File: config.mk
export PLATFORM = sky130hd
export DESIGN_NAME = ssl_host_flat
export DESIGN_NICKNAME = d
export VERILOG_FILES = /design/src/ssl_pkg.sv /design/src/ssl_link_if.sv /design/src/ssl_fifo.sv /design/src/ssl_host.sv /design/src/flat_wrapper.sv
export SDC_FILE = /design/constraint.sdc
export NUM_CORES = 1
export LEC_CHECK = 0
export BUFFER_PORTS_ARGS = -buffer_cell sky130_fd_sc_hd__buf_2
export CORE_ASPECT_RATIO = 0.7
export CORE_MARGIN = 1.5
export CORE_UTILIZATION = 67
export CTS_CLUSTER_DIAMETER = 40
export DETAILED_ROUTE_END_ITERATION = 8
export PLACE_DENSITY = 0.93
export SETUP_SLACK_MARGIN = 0.15
export SLEW_MARGIN = 10
export SYNTH_ARGS = -nofsm -noshare
export SYNTH_HDL_FRONTEND = slang
export SYNTH_SLANG_ARGS = --single-unit
export TNS_END_PERCENT = 50
File: constraint.sdc
create_clock -name clock -period 5.3 [get_ports clock]
set_input_delay 0.53 -clock clock [delete_from_list [all_inputs] [get_ports clock]]
set_output_delay 0.53 -clock clock [all_outputs]
set_load 0.01 [all_outputs]
File: src/ssl_pkg.sv
package ssl_pkg;
    localparam int          WORD_BITS    = 12;
    localparam int          FIFO_DEPTH   = 16;
    localparam int          CLK_DIV      = 4;
    localparam int          DIV_W        = 3;
    localparam logic [2:0]  DIV_LAST     = 3'h3;
    localparam logic [3:0]  BIT_LAST     = 4'hB;
    localparam logic [11:0] LATCH_RESET  = 12'h000;
endpackage : ssl_pkg

File: src/ssl_link_if.sv
`timescale 1ns/1ps
interface ssl_link_if;
    logic shift_clk;
    logic serial_in;
    logic latch_strobe;
    logic serial_out;

    modport host (
        output shift_clk,
        output serial_in,
        output latch_strobe,
        input  serial_out
    );
    modport dev (
        input  shift_clk,
        input  serial_in,
        input  latch_strobe,
        output serial_out
    );
endinterface : ssl_link_if

File: src/ssl_fifo.sv
`timescale 1ns/1ps
module ssl_fifo #(
    parameter int WIDTH = 12,
    parameter int DEPTH = 16
) (
    input  wire logic             clock,
    input  wire logic             resetn,
    input  wire logic [WIDTH-1:0] in_data,
    input  wire logic             in_valid,
    output logic                  in_ready,
    output logic      [WIDTH-1:0] out_data,
    output logic                  out_valid,
    input  wire logic             out_ready
);
    localparam int AW = $clog2(DEPTH);

    typedef struct packed {
        logic [AW-1:0] wp;
        logic [AW-1:0] rp;
        logic [AW:0]   cnt;
    } ssl_fifo_s;

    ssl_fifo_s             s_q;
    ssl_fifo_s             s_d;
    logic [WIDTH-1:0]      mem [DEPTH];
    logic                  push;
    logic                  pop;

    assign in_ready  = s_q.cnt != (AW+1)'(DEPTH);
    assign out_valid = s_q.cnt != '0;
    assign out_data  = mem[s_q.rp];
    assign push      = in_valid && in_ready;
    assign pop       = out_valid && out_ready;

    always_comb begin
        s_d = s_q;
        if (push) begin
            s_d.wp = s_q.wp + 1'b1;
        end
        if (pop) begin
            s_d.rp = s_q.rp + 1'b1;
        end
        if (push && !pop) begin
            s_d.cnt = s_q.cnt + 1'b1;
        end else if (pop && !push) begin
            s_d.cnt = s_q.cnt - 1'b1;
        end
    end

    always_ff @(posedge clock) begin
        if (push) begin
            mem[s_q.wp] <= in_data;
        end
    end

    always_ff @(posedge clock or negedge resetn) begin
        if (!resetn) begin
            s_q <= '0;
        end else begin
            s_q <= s_d;
        end
    end
endmodule : ssl_fifo

File: src/ssl_host.sv
`timescale 1ns/1ps
module ssl_host (
    input  wire logic        clock,
    input  wire logic        resetn,
    input  wire logic [11:0] word_data,
    input  wire logic        word_valid,
    output logic             word_ready,
    output logic             busy,
    ssl_link_if.host         link
);
    typedef enum logic [2:0] {
        ST_IDLE, ST_LOW, ST_HIGH, ST_STROBE_HI, ST_STROBE_LO
    } ssl_host_e;

    typedef struct packed {
        ssl_host_e   st;
        logic [2:0]  div;
        logic [3:0]  bitn;
        logic [11:0] sh;
        logic        sck;
        logic        sdo;
        logic        ld;
        logic        pop;
    } ssl_host_s;

    ssl_host_s   s_q;
    ssl_host_s   s_d;
    logic [11:0] f_data;
    logic        f_valid;
    logic        tick;

    ssl_fifo #(.WIDTH(ssl_pkg::WORD_BITS), .DEPTH(ssl_pkg::FIFO_DEPTH)) u_ssl_fifo (
        .clock    (clock),
        .resetn   (resetn),
        .in_data  (word_data),
        .in_valid (word_valid),
        .in_ready (word_ready),
        .out_data (f_data),
        .out_valid(f_valid),
        .out_ready(s_q.pop)
    );

    assign tick              = s_q.div == ssl_pkg::DIV_LAST;
    assign link.shift_clk    = s_q.sck;
    assign link.serial_in    = s_q.sdo;
    assign link.latch_strobe = s_q.ld;
    assign busy              = s_q.st != ST_IDLE;

    always_comb begin
        s_d     = s_q;
        s_d.pop = 1'b0;
        s_d.div = tick ? 3'h0 : s_q.div + 3'h1;
        case (s_q.st)
            ST_IDLE: begin
                s_d.sck = 1'b0;
                s_d.div = 3'h0;
                if (f_valid && !s_q.pop) begin
                    s_d.sh   = f_data;
                    s_d.pop  = 1'b1;
                    s_d.bitn = 4'h0;
                    s_d.sdo  = f_data[11];
                    s_d.st   = ST_LOW;
                end
            end
            ST_LOW: if (tick) begin
                s_d.sck = 1'b1;
                s_d.st  = ST_HIGH;
            end
            ST_HIGH: if (tick) begin
                s_d.sck = 1'b0;
                if (s_q.bitn == ssl_pkg::BIT_LAST) begin
                    s_d.st = ST_STROBE_HI;
                end else begin
                    s_d.sh   = {s_q.sh[10:0], 1'b0};
                    s_d.sdo  = s_q.sh[10];
                    s_d.bitn = s_q.bitn + 4'h1;
                    s_d.st   = ST_LOW;
                end
            end
            ST_STROBE_HI: if (tick) begin
                s_d.ld = 1'b1;
                s_d.st = ST_STROBE_LO;
            end
            ST_STROBE_LO: if (tick) begin
                s_d.ld = 1'b0;
                s_d.st = ST_IDLE;
            end
            default: s_d.st = ST_IDLE;
        endcase
    end

    always_ff @(posedge clock or negedge resetn) begin
        if (!resetn) begin
            s_q    <= '0;
            s_q.st <= ST_IDLE;
        end else begin
            s_q <= s_d;
        end
    end
endmodule : ssl_host

File: src/flat_wrapper.sv
// flat-port wrapper written by rule: the top's interface ports become plain ports
module ssl_host_flat 
  (clock, resetn, word_data, word_valid, word_ready, busy, link_shift_clk, link_serial_in, link_latch_strobe, link_serial_out);
  ssl_link_if link_i ();
  input  wire logic clock;
  input  wire logic resetn;
  input  wire logic [11:0] word_data;
  input  wire logic word_valid;
  output logic word_ready;
  output logic busy;
  output wire logic [$bits(link_i.shift_clk)-1:0] link_shift_clk;
  output wire logic [$bits(link_i.serial_in)-1:0] link_serial_in;
  output wire logic [$bits(link_i.latch_strobe)-1:0] link_latch_strobe;
  input wire logic [$bits(link_i.serial_out)-1:0] link_serial_out;
  assign link_shift_clk = link_i.shift_clk;
  assign link_serial_in = link_i.serial_in;
  assign link_latch_strobe = link_i.latch_strobe;
  assign link_i.serial_out = link_serial_out;
  ssl_host u_core (.clock(clock), .resetn(resetn), .word_data(word_data), .word_valid(word_valid), .word_ready(word_ready), .busy(busy), .link(link_i));
endmodule
## Yosys cells after proc, flatten, opt, wreduce, memory -nomap -nowiden

Memory sizes are Yosys's and may differ from the RTL's.
Index checks and enable logic that the tools add are counted.

- Register bits: 38
- RAM bits: 192
- Input port bits: 16
- Output and inout port bits: 5
- Word-level logic and storage cells: 76
- Memories kept: 1

Memories:

| name | depth | width | rd ports | clocked after memory_dff | write ports | line | RTL |
|---|---|---|---|---|---|---|---|
| u_core.u_ssl_fifo.mem | 16 | 12 | 1 | 0 | 1 | ssl_fifo.sv:25 | `logic [WIDTH-1:0] mem [DEPTH];` |

- Add/subtract/negate cells: 6
- Equal/unequal tests: 13
- Muxes and demuxes: 26
- Reduce and logical (&&, ||, !) cells: 19

Operators by type and width:

| kind | number |
|---|---|
| 16-bit 2-to-1 mux | 2 |
| 16-bit case mux with 2 select lines | 1 |
| 3-bit 2-to-1 mux | 7 |
| 18-bit 2-to-1 mux | 1 |
| 3-bit case mux with 5 select lines | 1 |
| 4-bit by 1-bit adder with 4-bit output, second input constant | 3 |
| 5-bit 2-to-1 mux | 2 |
| 2-bit by 1-bit != test with 1-bit output, second input constant | 5 |
| 3-bit by 2-bit == test with 1-bit output, second input constant | 3 |
| 1-bit 2-to-1 mux | 8 |
| 3-bit AND reduction | 2 |
| 2-bit nonzero test | 3 |
| 3-bit nonzero test | 2 |
| 5-bit by 1-bit adder with 5-bit output, second input constant | 1 |
| 1-bit logical AND | 5 |
| 5-bit != test, second input constant | 1 |
| 5-bit AND reduction | 1 |
| 5-bit nonzero test | 1 |
| 5-bit by 1-bit subtractor with 5-bit output, second input constant | 1 |
| 4-bit == test, second input constant | 1 |
| 1-bit case mux with 2 select lines | 2 |
| 4-bit AND reduction | 1 |
| 3-bit by 1-bit adder with 3-bit output, second input constant | 1 |
| 3-bit by 1-bit == test with 1-bit output, second input constant | 1 |
| 6 further kinds | 8 |

## Depth between registers and ports, before layout

Gate-level depths: netlist of run 1.

- Word-level depth: 6
- Gate-level depth with buffers: 12

## Modules after synthesis

From an unflattened synthesis of run 1, not the netlist that was laid out.

- Cells, all modules: 550
- Area, all modules: 9410.3 µm²

Modules (own cells, without submodules):

| module | times used | cells an instance | area an instance (µm²) | seq. area each (µm²) |
|---|---|---|---|---|
| ssl_fifo | 1 | 432 | 8175.3 | 6090.8 |
| ssl_host | 1 | 118 | 1234.9 | 625.6 |

## Worst setup path before layout of run 1

No wires, ideal clock.

- Kind: reg-to-reg
- From: register u_core.u_ssl_fifo.s_q[1] (netlist name)
- To: register u_core.u_ssl_fifo.s_q[4] (netlist name)
- Setup time: 0.079 ns
- Arrival: 2.812 ns
- Data required time: 5.221 ns
- Path slack: 2.409 ns
- Cell stages (with the launch flop): 13
- Cell sequence: dfrtp_1 > or4_4 > nor2_1 > nor2b_1 > inv_1 > ha_1 > inv_1 > ha_1 > nor2b_1 > o21a_1 > or3_1 > a21oi_1 > xor2_1

- Longest elaborated chain between the ends: 5
- Elaborated cells on any way between the ends: 13
- Those cells by class: add/sub (2); eq/ne (1); mux (2); reduce/logical (8)

Ends and longest elaborated chain:

| item | line | RTL |
|---|---|---|
| start: declaration | ssl_fifo.sv:23 | `ssl_fifo_s s_q;` |
| start signal: assignment | ssl_fifo.sv:58 | `s_q <= '0;` |
| start signal: assignment | ssl_fifo.sv:60 | `s_q <= s_d;` |
| branches (longest 5 deep; another with 5-bit by 1-bit subtractor with 5-bit output) | - |  |

Parallel ways; which one is timed is not known. The select of a mux whose other input is x is not followed.
A chain may end at the register's enable or synchronous reset.

## Worst setup path after layout of run 1

- From: register u_core.u_ssl_fifo.s_q[0] (netlist name)
- To: register u_core.u_ssl_fifo.s_q[4] (netlist name)

The elaborated chain is that of the path after synthesis.

==> reports/metrics.yaml, run 1 <==
outcome: "completed"
drtIter0Drc: 485
r2r-end: "u_core.u_ssl_fifo.s_q[4]$_DFFE_PN0P_"
synth_edf_count: 192
slowest_stage: "or4_4"
synth_flop_cell: "edfxtp_1"
r2r_start: "u_core.u_ssl_fifo.s_q[0]$_DFFE_PN0P_"
vias: 5041
worstPathArrival_ns: 3.67
dr_wl_met2_um: 9430
crit_family: "simple AND/OR/NAND/NOR gates"
io_pins: 21
port-buffer-count: 19
skew_ns: 0.0105
die_area_mm2: 0.0148
wl_met3_um: 1590
synthCells: 545
grt_pass1_vias: 5161
cpPeakStageDelay_ns: 0.58
drcViolationCount: 0
peakVddDrop_mv: 0.287
insertion_delay_ns: 0.51
start_util: 0.699
cts_buffer_depth: 3
fp-row-count: 35
final_cell_mix: "edfxtp_1, nand2_1, mux4_2"
cp_cell_sequence: "or4_4 -> nor2_1 -> nor2b_1 -> inv_1 -> ha_1 -> inv_1 -> ha_1 -> nor2b_1 -> o21a_1 -> or3_1 -> a21oi_1 -> xor2_1"
drive_above_1_share: 0.218
cts_buffers: 21
drtPass1Iterations: 4
timing_worst_setup_path_type: "reg2reg"
finalCriticalPeriod_ns: 3.25
routabilityCongestion: 0.819
clock_sinks: 230
ant_nets: 0
grt_overflow_total: 0
path_buf_inv: 2
die_y_um: 102
cap_violations: 0
reg2reg_slack_ns: 2.05
cp.required_ns: 5.72
synth-seq-area-share: 0.714
setup_tns_ns: 0
top_layer: "met5"
syn_area_mm2: 0.00940
area_delta_synth_final_pct: 10.3
leakagePower_nw: 3.46
min_path_type: "in2async"
synth_nets: 573
avgSynthCellArea_um2: 17.2
yosys_register_bits: 230
dp_hpwl_um: 11100
grt_pass1_wl_um: 29100
slew_headroom: 0.293
drt-total-wl_um: 19200
antenna_found_initial: 1
final_common_cell: "edfxtp_1"
ctsHoldBuffers: 0
critPathMaxFanout: 5
grt_start_max_net_pins: 41
yosysWarnings: 0
cts_tree: "built"
timing.hold.ws_ns: 0.167
startpoint: "u_core.u_ssl_fifo.s_q[0]$_DFFE_PN0P_"
post-cts-setup-buffers: 0
end_kind: "flip-flop"
vias_per_cell: 6.54
rsz0062_at_grt: "no"
power.density_mw_per_mm2: 397
wl_per_cell_um: 24.9
hold_viol_final: 0
nets: 601
rr_worst_depth: 12
final-max-slew-violation-count: 0
coreArea_mm2: 0.0134
worst_slew_pin_slew_ns: 1.05
final-setup-viol-count: 0
htree_num_levels: 1
ys_types: 50
diodes: 0
gr-usage-all-layers: 0.276
fmax_mhz: 308
clk_pin_slew_ns: 0.06
m1WireLength_um: 7670
cp-start-kind: "flip-flop"
die_x_um: 145
postSynth.asyncResetShare: 0.165
cts_root_buf: "clkbuf_16"
finalPower_w: 0.00412
period_share: 0.612
ctsResizeCount: 0
[synth_stat cells, types with 2 or more instances]
cell type	instances	area, um^2
nand4_1	2	12.5
nand3b_1	2	15.0
o211ai_1	11	82.6
xor2_1	3	26.3
inv_1	11	41.3
buf_4	4	30.0
ha_1	11	138
edfxtp_1	192	5770
o21ai_0	9	45.0
nor2_1	24	90.1
buf_1	4	15.0
a211oi_1	2	15.0
mux2i_1	33	330
nand3_1	2	10.0
or3_1	2	12.5
nand2_1	41	154
clkbuf_1	12	45.0
mux2_2	11	124
mux4_2	37	833
nand2b_1	12	75.1
a31oi_1	21	131
xnor2_1	8	70.1
and3_1	2	12.5
nor2b_1	4	25.0
dfrtp_1	38	951
a21oi_1	7	35.0
nor3_1	6	30.0
buf_2	12	60.1
[logic make-up (layout without fill, tap and decap cells)]
logic type	after synthesis	count (layout)	synth area share
AOI/OAI and AO/OA	62	62	0.0462
and+or+nand+nor	105	105	0.0538
DFF	230	230	0.714
muxes	81	81	0.137
xor gates and xnor gates	11	11	0.0102
adders and majority gates	12	12	0.0168
buffers and inverters	44	85	0.0216
[stage by stage]
| step | area [um^2] | setup WS (ns) | std cells | util |
|---|---|---|---|---|
| after floorplan | 9400 | 2.41 | 545 | - |
| after global placement | 9730 | 2.26 | 735 | 0.724 |
| after detailed placement | 9730 | 2.11 | 735 | 0.724 |
| after CTS | 10400 | 2.07 | 771 | 0.771 |
| after global routing | 10400 | 1.92 | 771 | 0.771 |
| final | 10400 | 2.05 | 771 | 0.771 |
[routing by layer]
layer	vias up	global-route usage
met5	-	0
met4	2	0.100
met3	57	0.0590
met2	242	0.459
met1	2565	0.371
li1	2175	-
[worst register-to-register path: cells and delay by family (launching register included)]
kind	cells	cell delay, ns
AOI/OAI and AO/OA	2	0.35
and+or+nand+nor	5	1.39
buffers and inverters	2	0.25
xor gates and xnor gates	1	0.17
adders and majority gates	2	0.57
DFF	1	0.44
[where the power goes]
group	internal (W)	switching, W
Clock	0.000803	0.000624
Combinational	0.000163	0.000284
Sequential	0.00215	0.0000996
Total	0.00311	0.00101
[state kept, by name, indices dropped and copies added, names as in the netlist]
| signal | flops |
|---|---|
| u_core.u_ssl_fifo.s_q | 13 |
| u_core.link.latch_strobe | 1 |
| u_core.link.serial_in | 1 |
| u_core.link.shift_clk | 1 |
| u_core.u_ssl_fifo.mem | 192 |
| u_core.s_q | 22 |
[cell type report]
type	count	area [um^2]
Multi-Input combinational cell	271	2500
Timing Repair Buffer	38	238
Sequential cell	230	6720
Fill cell	708	3070
Inverter	11	41.3
Clock buffer	26	564
Tap cell	185	231
Clock inverter	10	75.1
[how the worst max path moves through the flow]
stage	end	depth (start not counted)
after floorplan	u_core.u_ssl_fifo.s_q[4]$_DFFE_PN0P_	12
after global placement	u_core.u_ssl_fifo.s_q[4]$_DFFE_PN0P_	12
after detailed placement	u_core.u_ssl_fifo.s_q[4]$_DFFE_PN0P_	12
after CTS	u_core.u_ssl_fifo.s_q[4]$_DFFE_PN0P_	12
after global routing	u_core.u_ssl_fifo.s_q[4]$_DFFE_PN0P_	12
final	u_core.u_ssl_fifo.s_q[4]$_DFFE_PN0P_	12
Note: power is estimated with default switching activity, not from simulation.
==> inputs of run 2 (changes only) <==
CORE_UTILIZATION = 62   (was 67)
PLACE_DENSITY = 0.88   (was 0.93)
clock period = 3.2 ns   (was 5.3 ns; I/O delays follow)
==> reports/metrics.yaml, run 2 (same netlist as run 1, synthesis figures left out) <==
fmax_mhz: 345  # +12%
clock_sinks: 230  # unchanged
grt_pass1_vias: 5165  # +0.078%
grt_overflow_total: 0  # unchanged
die_y_um: 106  # +3.8%
nets: 611  # +1.7%
grt_pass1_wl_um: 29100  # about the same
leakagePower_nw: 3.49  # +1.0%
skew_ns: 0.0171  # +0.00662 ns
m1WireLength_um: 7720  # +0.64%
cts_tree: "built"
clk_pin_slew_ns: 0.06  # about the same
wl_per_cell_um: 23.6  # -5.1%
wl_met3_um: 1500  # -6.0%
port-buffer-count: 19  # unchanged
power.density_mw_per_mm2: 648  # +63%
final-setup-viol-count: 0  # unchanged
antenna_found_initial: 0  # -1
fp-row-count: 37  # +5.7%
slew_headroom: 0.298  # +0.00507
r2r_start: "u_core.u_ssl_fifo.s_q[1]$_DFFE_PN0P_"
startpoint: "u_core.u_ssl_fifo.s_q[1]$_DFFE_PN0P_"
die_area_mm2: 0.0159  # +7.9%
drtPass1Iterations: 6  # +2
area_delta_synth_final_pct: 11.6
finalCriticalPeriod_ns: 2.90  # -0.350 ns
worstPathArrival_ns: 3.31  # -0.36 ns
insertion_delay_ns: 0.50  # about the same
final_cell_mix: "edfxtp_1, nand2_1, mux4_2"
end_kind: "flip-flop"
min_path_type: "in2reg"
cts_buffers: 21  # unchanged
drtIter0Drc: 516  # +6.4%
cap_violations: 0  # unchanged
setup_tns_ns: 0  # unchanged
timing.hold.ws_ns: 0.202  # +0.0351 ns
top_layer: "met4"
diodes: 0  # unchanged
cts_buffer_depth: 3  # unchanged
cp.required_ns: 3.61  # -2.11 ns
ant_nets: 0  # unchanged
cts_root_buf: "clkbuf_16"
timing_worst_setup_path_type: "reg2reg"
final-max-slew-violation-count: 0  # unchanged
start_util: 0.637  # -0.0627
coreArea_mm2: 0.0148  # +9.8%
final_common_cell: "edfxtp_1"
worst_slew_pin_slew_ns: 1.05  # -0.00186 ns
vias_per_cell: 6.35  # -2.9%
io_pins: 21  # unchanged
die_x_um: 150  # +3.9%
peakVddDrop_mv: 0.524  # +82%
crit_family: "simple AND/OR/NAND/NOR gates"
path_buf_inv: 2  # unchanged
cp-start-kind: "flip-flop"
routabilityCongestion: 0.814  # -0.62%
rsz0062_at_grt: "no"
drive_above_1_share: 0.234  # +0.0157
dp_hpwl_um: 11200  # +0.94%
outcome: "completed"
grt_start_max_net_pins: 39  # -4.9%
hold_viol_final: 0  # unchanged
gr-usage-all-layers: 0.249  # -0.0277
period_share: 0.905  # +0.293
drt-total-wl_um: 18700  # -2.4%
vias: 5034  # -0.14%
regMostFlops: "u_core.u_ssl_fifo.mem"
cp_cell_sequence: "or4_4 -> nor2_2 -> nor2b_1 -> inv_2 -> ha_4 -> inv_1 -> ha_4 -> nor2b_1 -> o21a_1 -> or3_1 -> a21oi_2 -> xor2_1"
dr_wl_met2_um: 9180  # -2.6%
htree_num_levels: 1  # unchanged
reg_top3: "u_core.u_ssl_fifo.mem x192, u_core.s_q x22, u_core.u_ssl_fifo.s_q x13"
critPathMaxFanout: 4  # -1
slowest_stage: "or4_4"
drcViolationCount: 0  # unchanged
cpPeakStageDelay_ns: 0.59  # about the same
largest_reg_flops: 192  # unchanged
hp-start: "word_data[10]"
run 2: cell types whose count changed in the layout (fill, tap and decap cells not counted), sizes merged:
cell and delta:
buf +9, clkbuf +5, bufinv -1, clkinv -1
dlygate4sd3 +1, inv -1
run 2: metal layers:
metal	global-route usage	vias to the layer above
met5	0	-
li1	-	2183
met1	0.363	2572
met4	0.0560	0
met3	0.0455	34
met2	0.397	245
run 2: cell type report:
class                   instances  area [um^2]
inverters                      11         41.3
clock buffers                  31          573
multi-input cells             271         2530
repair buffers                 48          340
fillers                       857         4280
clock inverters                 7         36.3
well taps                     195          244
flip-flops and latches        230         6720
run 2: repair_timing:
item | 4_1_cts | 5_1_grt
setup endpoints to repair | 1 | 1
buffers inserted | 0 | 5
hold buffers | 1 | 0
pin swaps | 0 | 1
gates resized for setup | 3 | 3
endpoints found under the hold margin | 38 | 0
run 2: power breakdown:
group / total [W] / internal (W) / switching, W / leakage [nW]
registers: 0.00372 / 0.00356 / 0.000162 / 2.21
clock network: 0.00226 / 0.00124 / 0.00102 / 0.300
logic: 0.000809 / 0.000317 / 0.000492 / 0.984
total: 0.00679 / 0.00512 / 0.00167 / 3.49
run 2: worst paths after layout:
check	to	slack, ns	cells past startpoint
setup / recovery	u_core.u_ssl_fifo.s_q[4]$_DFFE_PN0P_	0.30	12
hold / removal	u_core.u_ssl_fifo.mem[12][10]$_DFFE_PP_	0.20	1
setup reg to reg	u_core.u_ssl_fifo.s_q[4]$_DFFE_PN0P_	0.30	12
hold reg to reg	u_core.s_q[20]$_DFF_PN0_	0.45	1
max in group asynchronous	u_core.u_ssl_fifo.s_q[6]$_DFFE_PN0P_	2.12	2
min in group asynchronous	u_core.u_ssl_fifo.s_q[11]$_DFFE_PN0P_	0.48	2
run 2: worst reg2reg max path: stages, from the launching register on:
cell and delay (ns):
dfrtp_1 0.42, or4_4 0.59, nor2_2 0.13, nor2b_1 0.09, inv_2 0.10, ha_4 0.16, inv_1 0.10, ha_4 0.24
nor2b_1 0.12, o21a_1 0.17, or3_1 0.34, a21oi_2 0.20, xor2_1 0.17
run 2: per-stage QoR:
step                      cells  power (W)  worst slack [ns]  instance area [um^2]   util
after global placement      749    0.00442             0.245                  9800  0.663
after global routing        793    0.00702             0.212                 10500  0.710
after floorplan             545    0.00418             0.309                  9400      -
after CTS                   788    0.00677             0.169                 10400  0.706
final                       793    0.00679             0.304                 10500  0.710
after detailed placement    749    0.00451             0.116                  9800  0.663
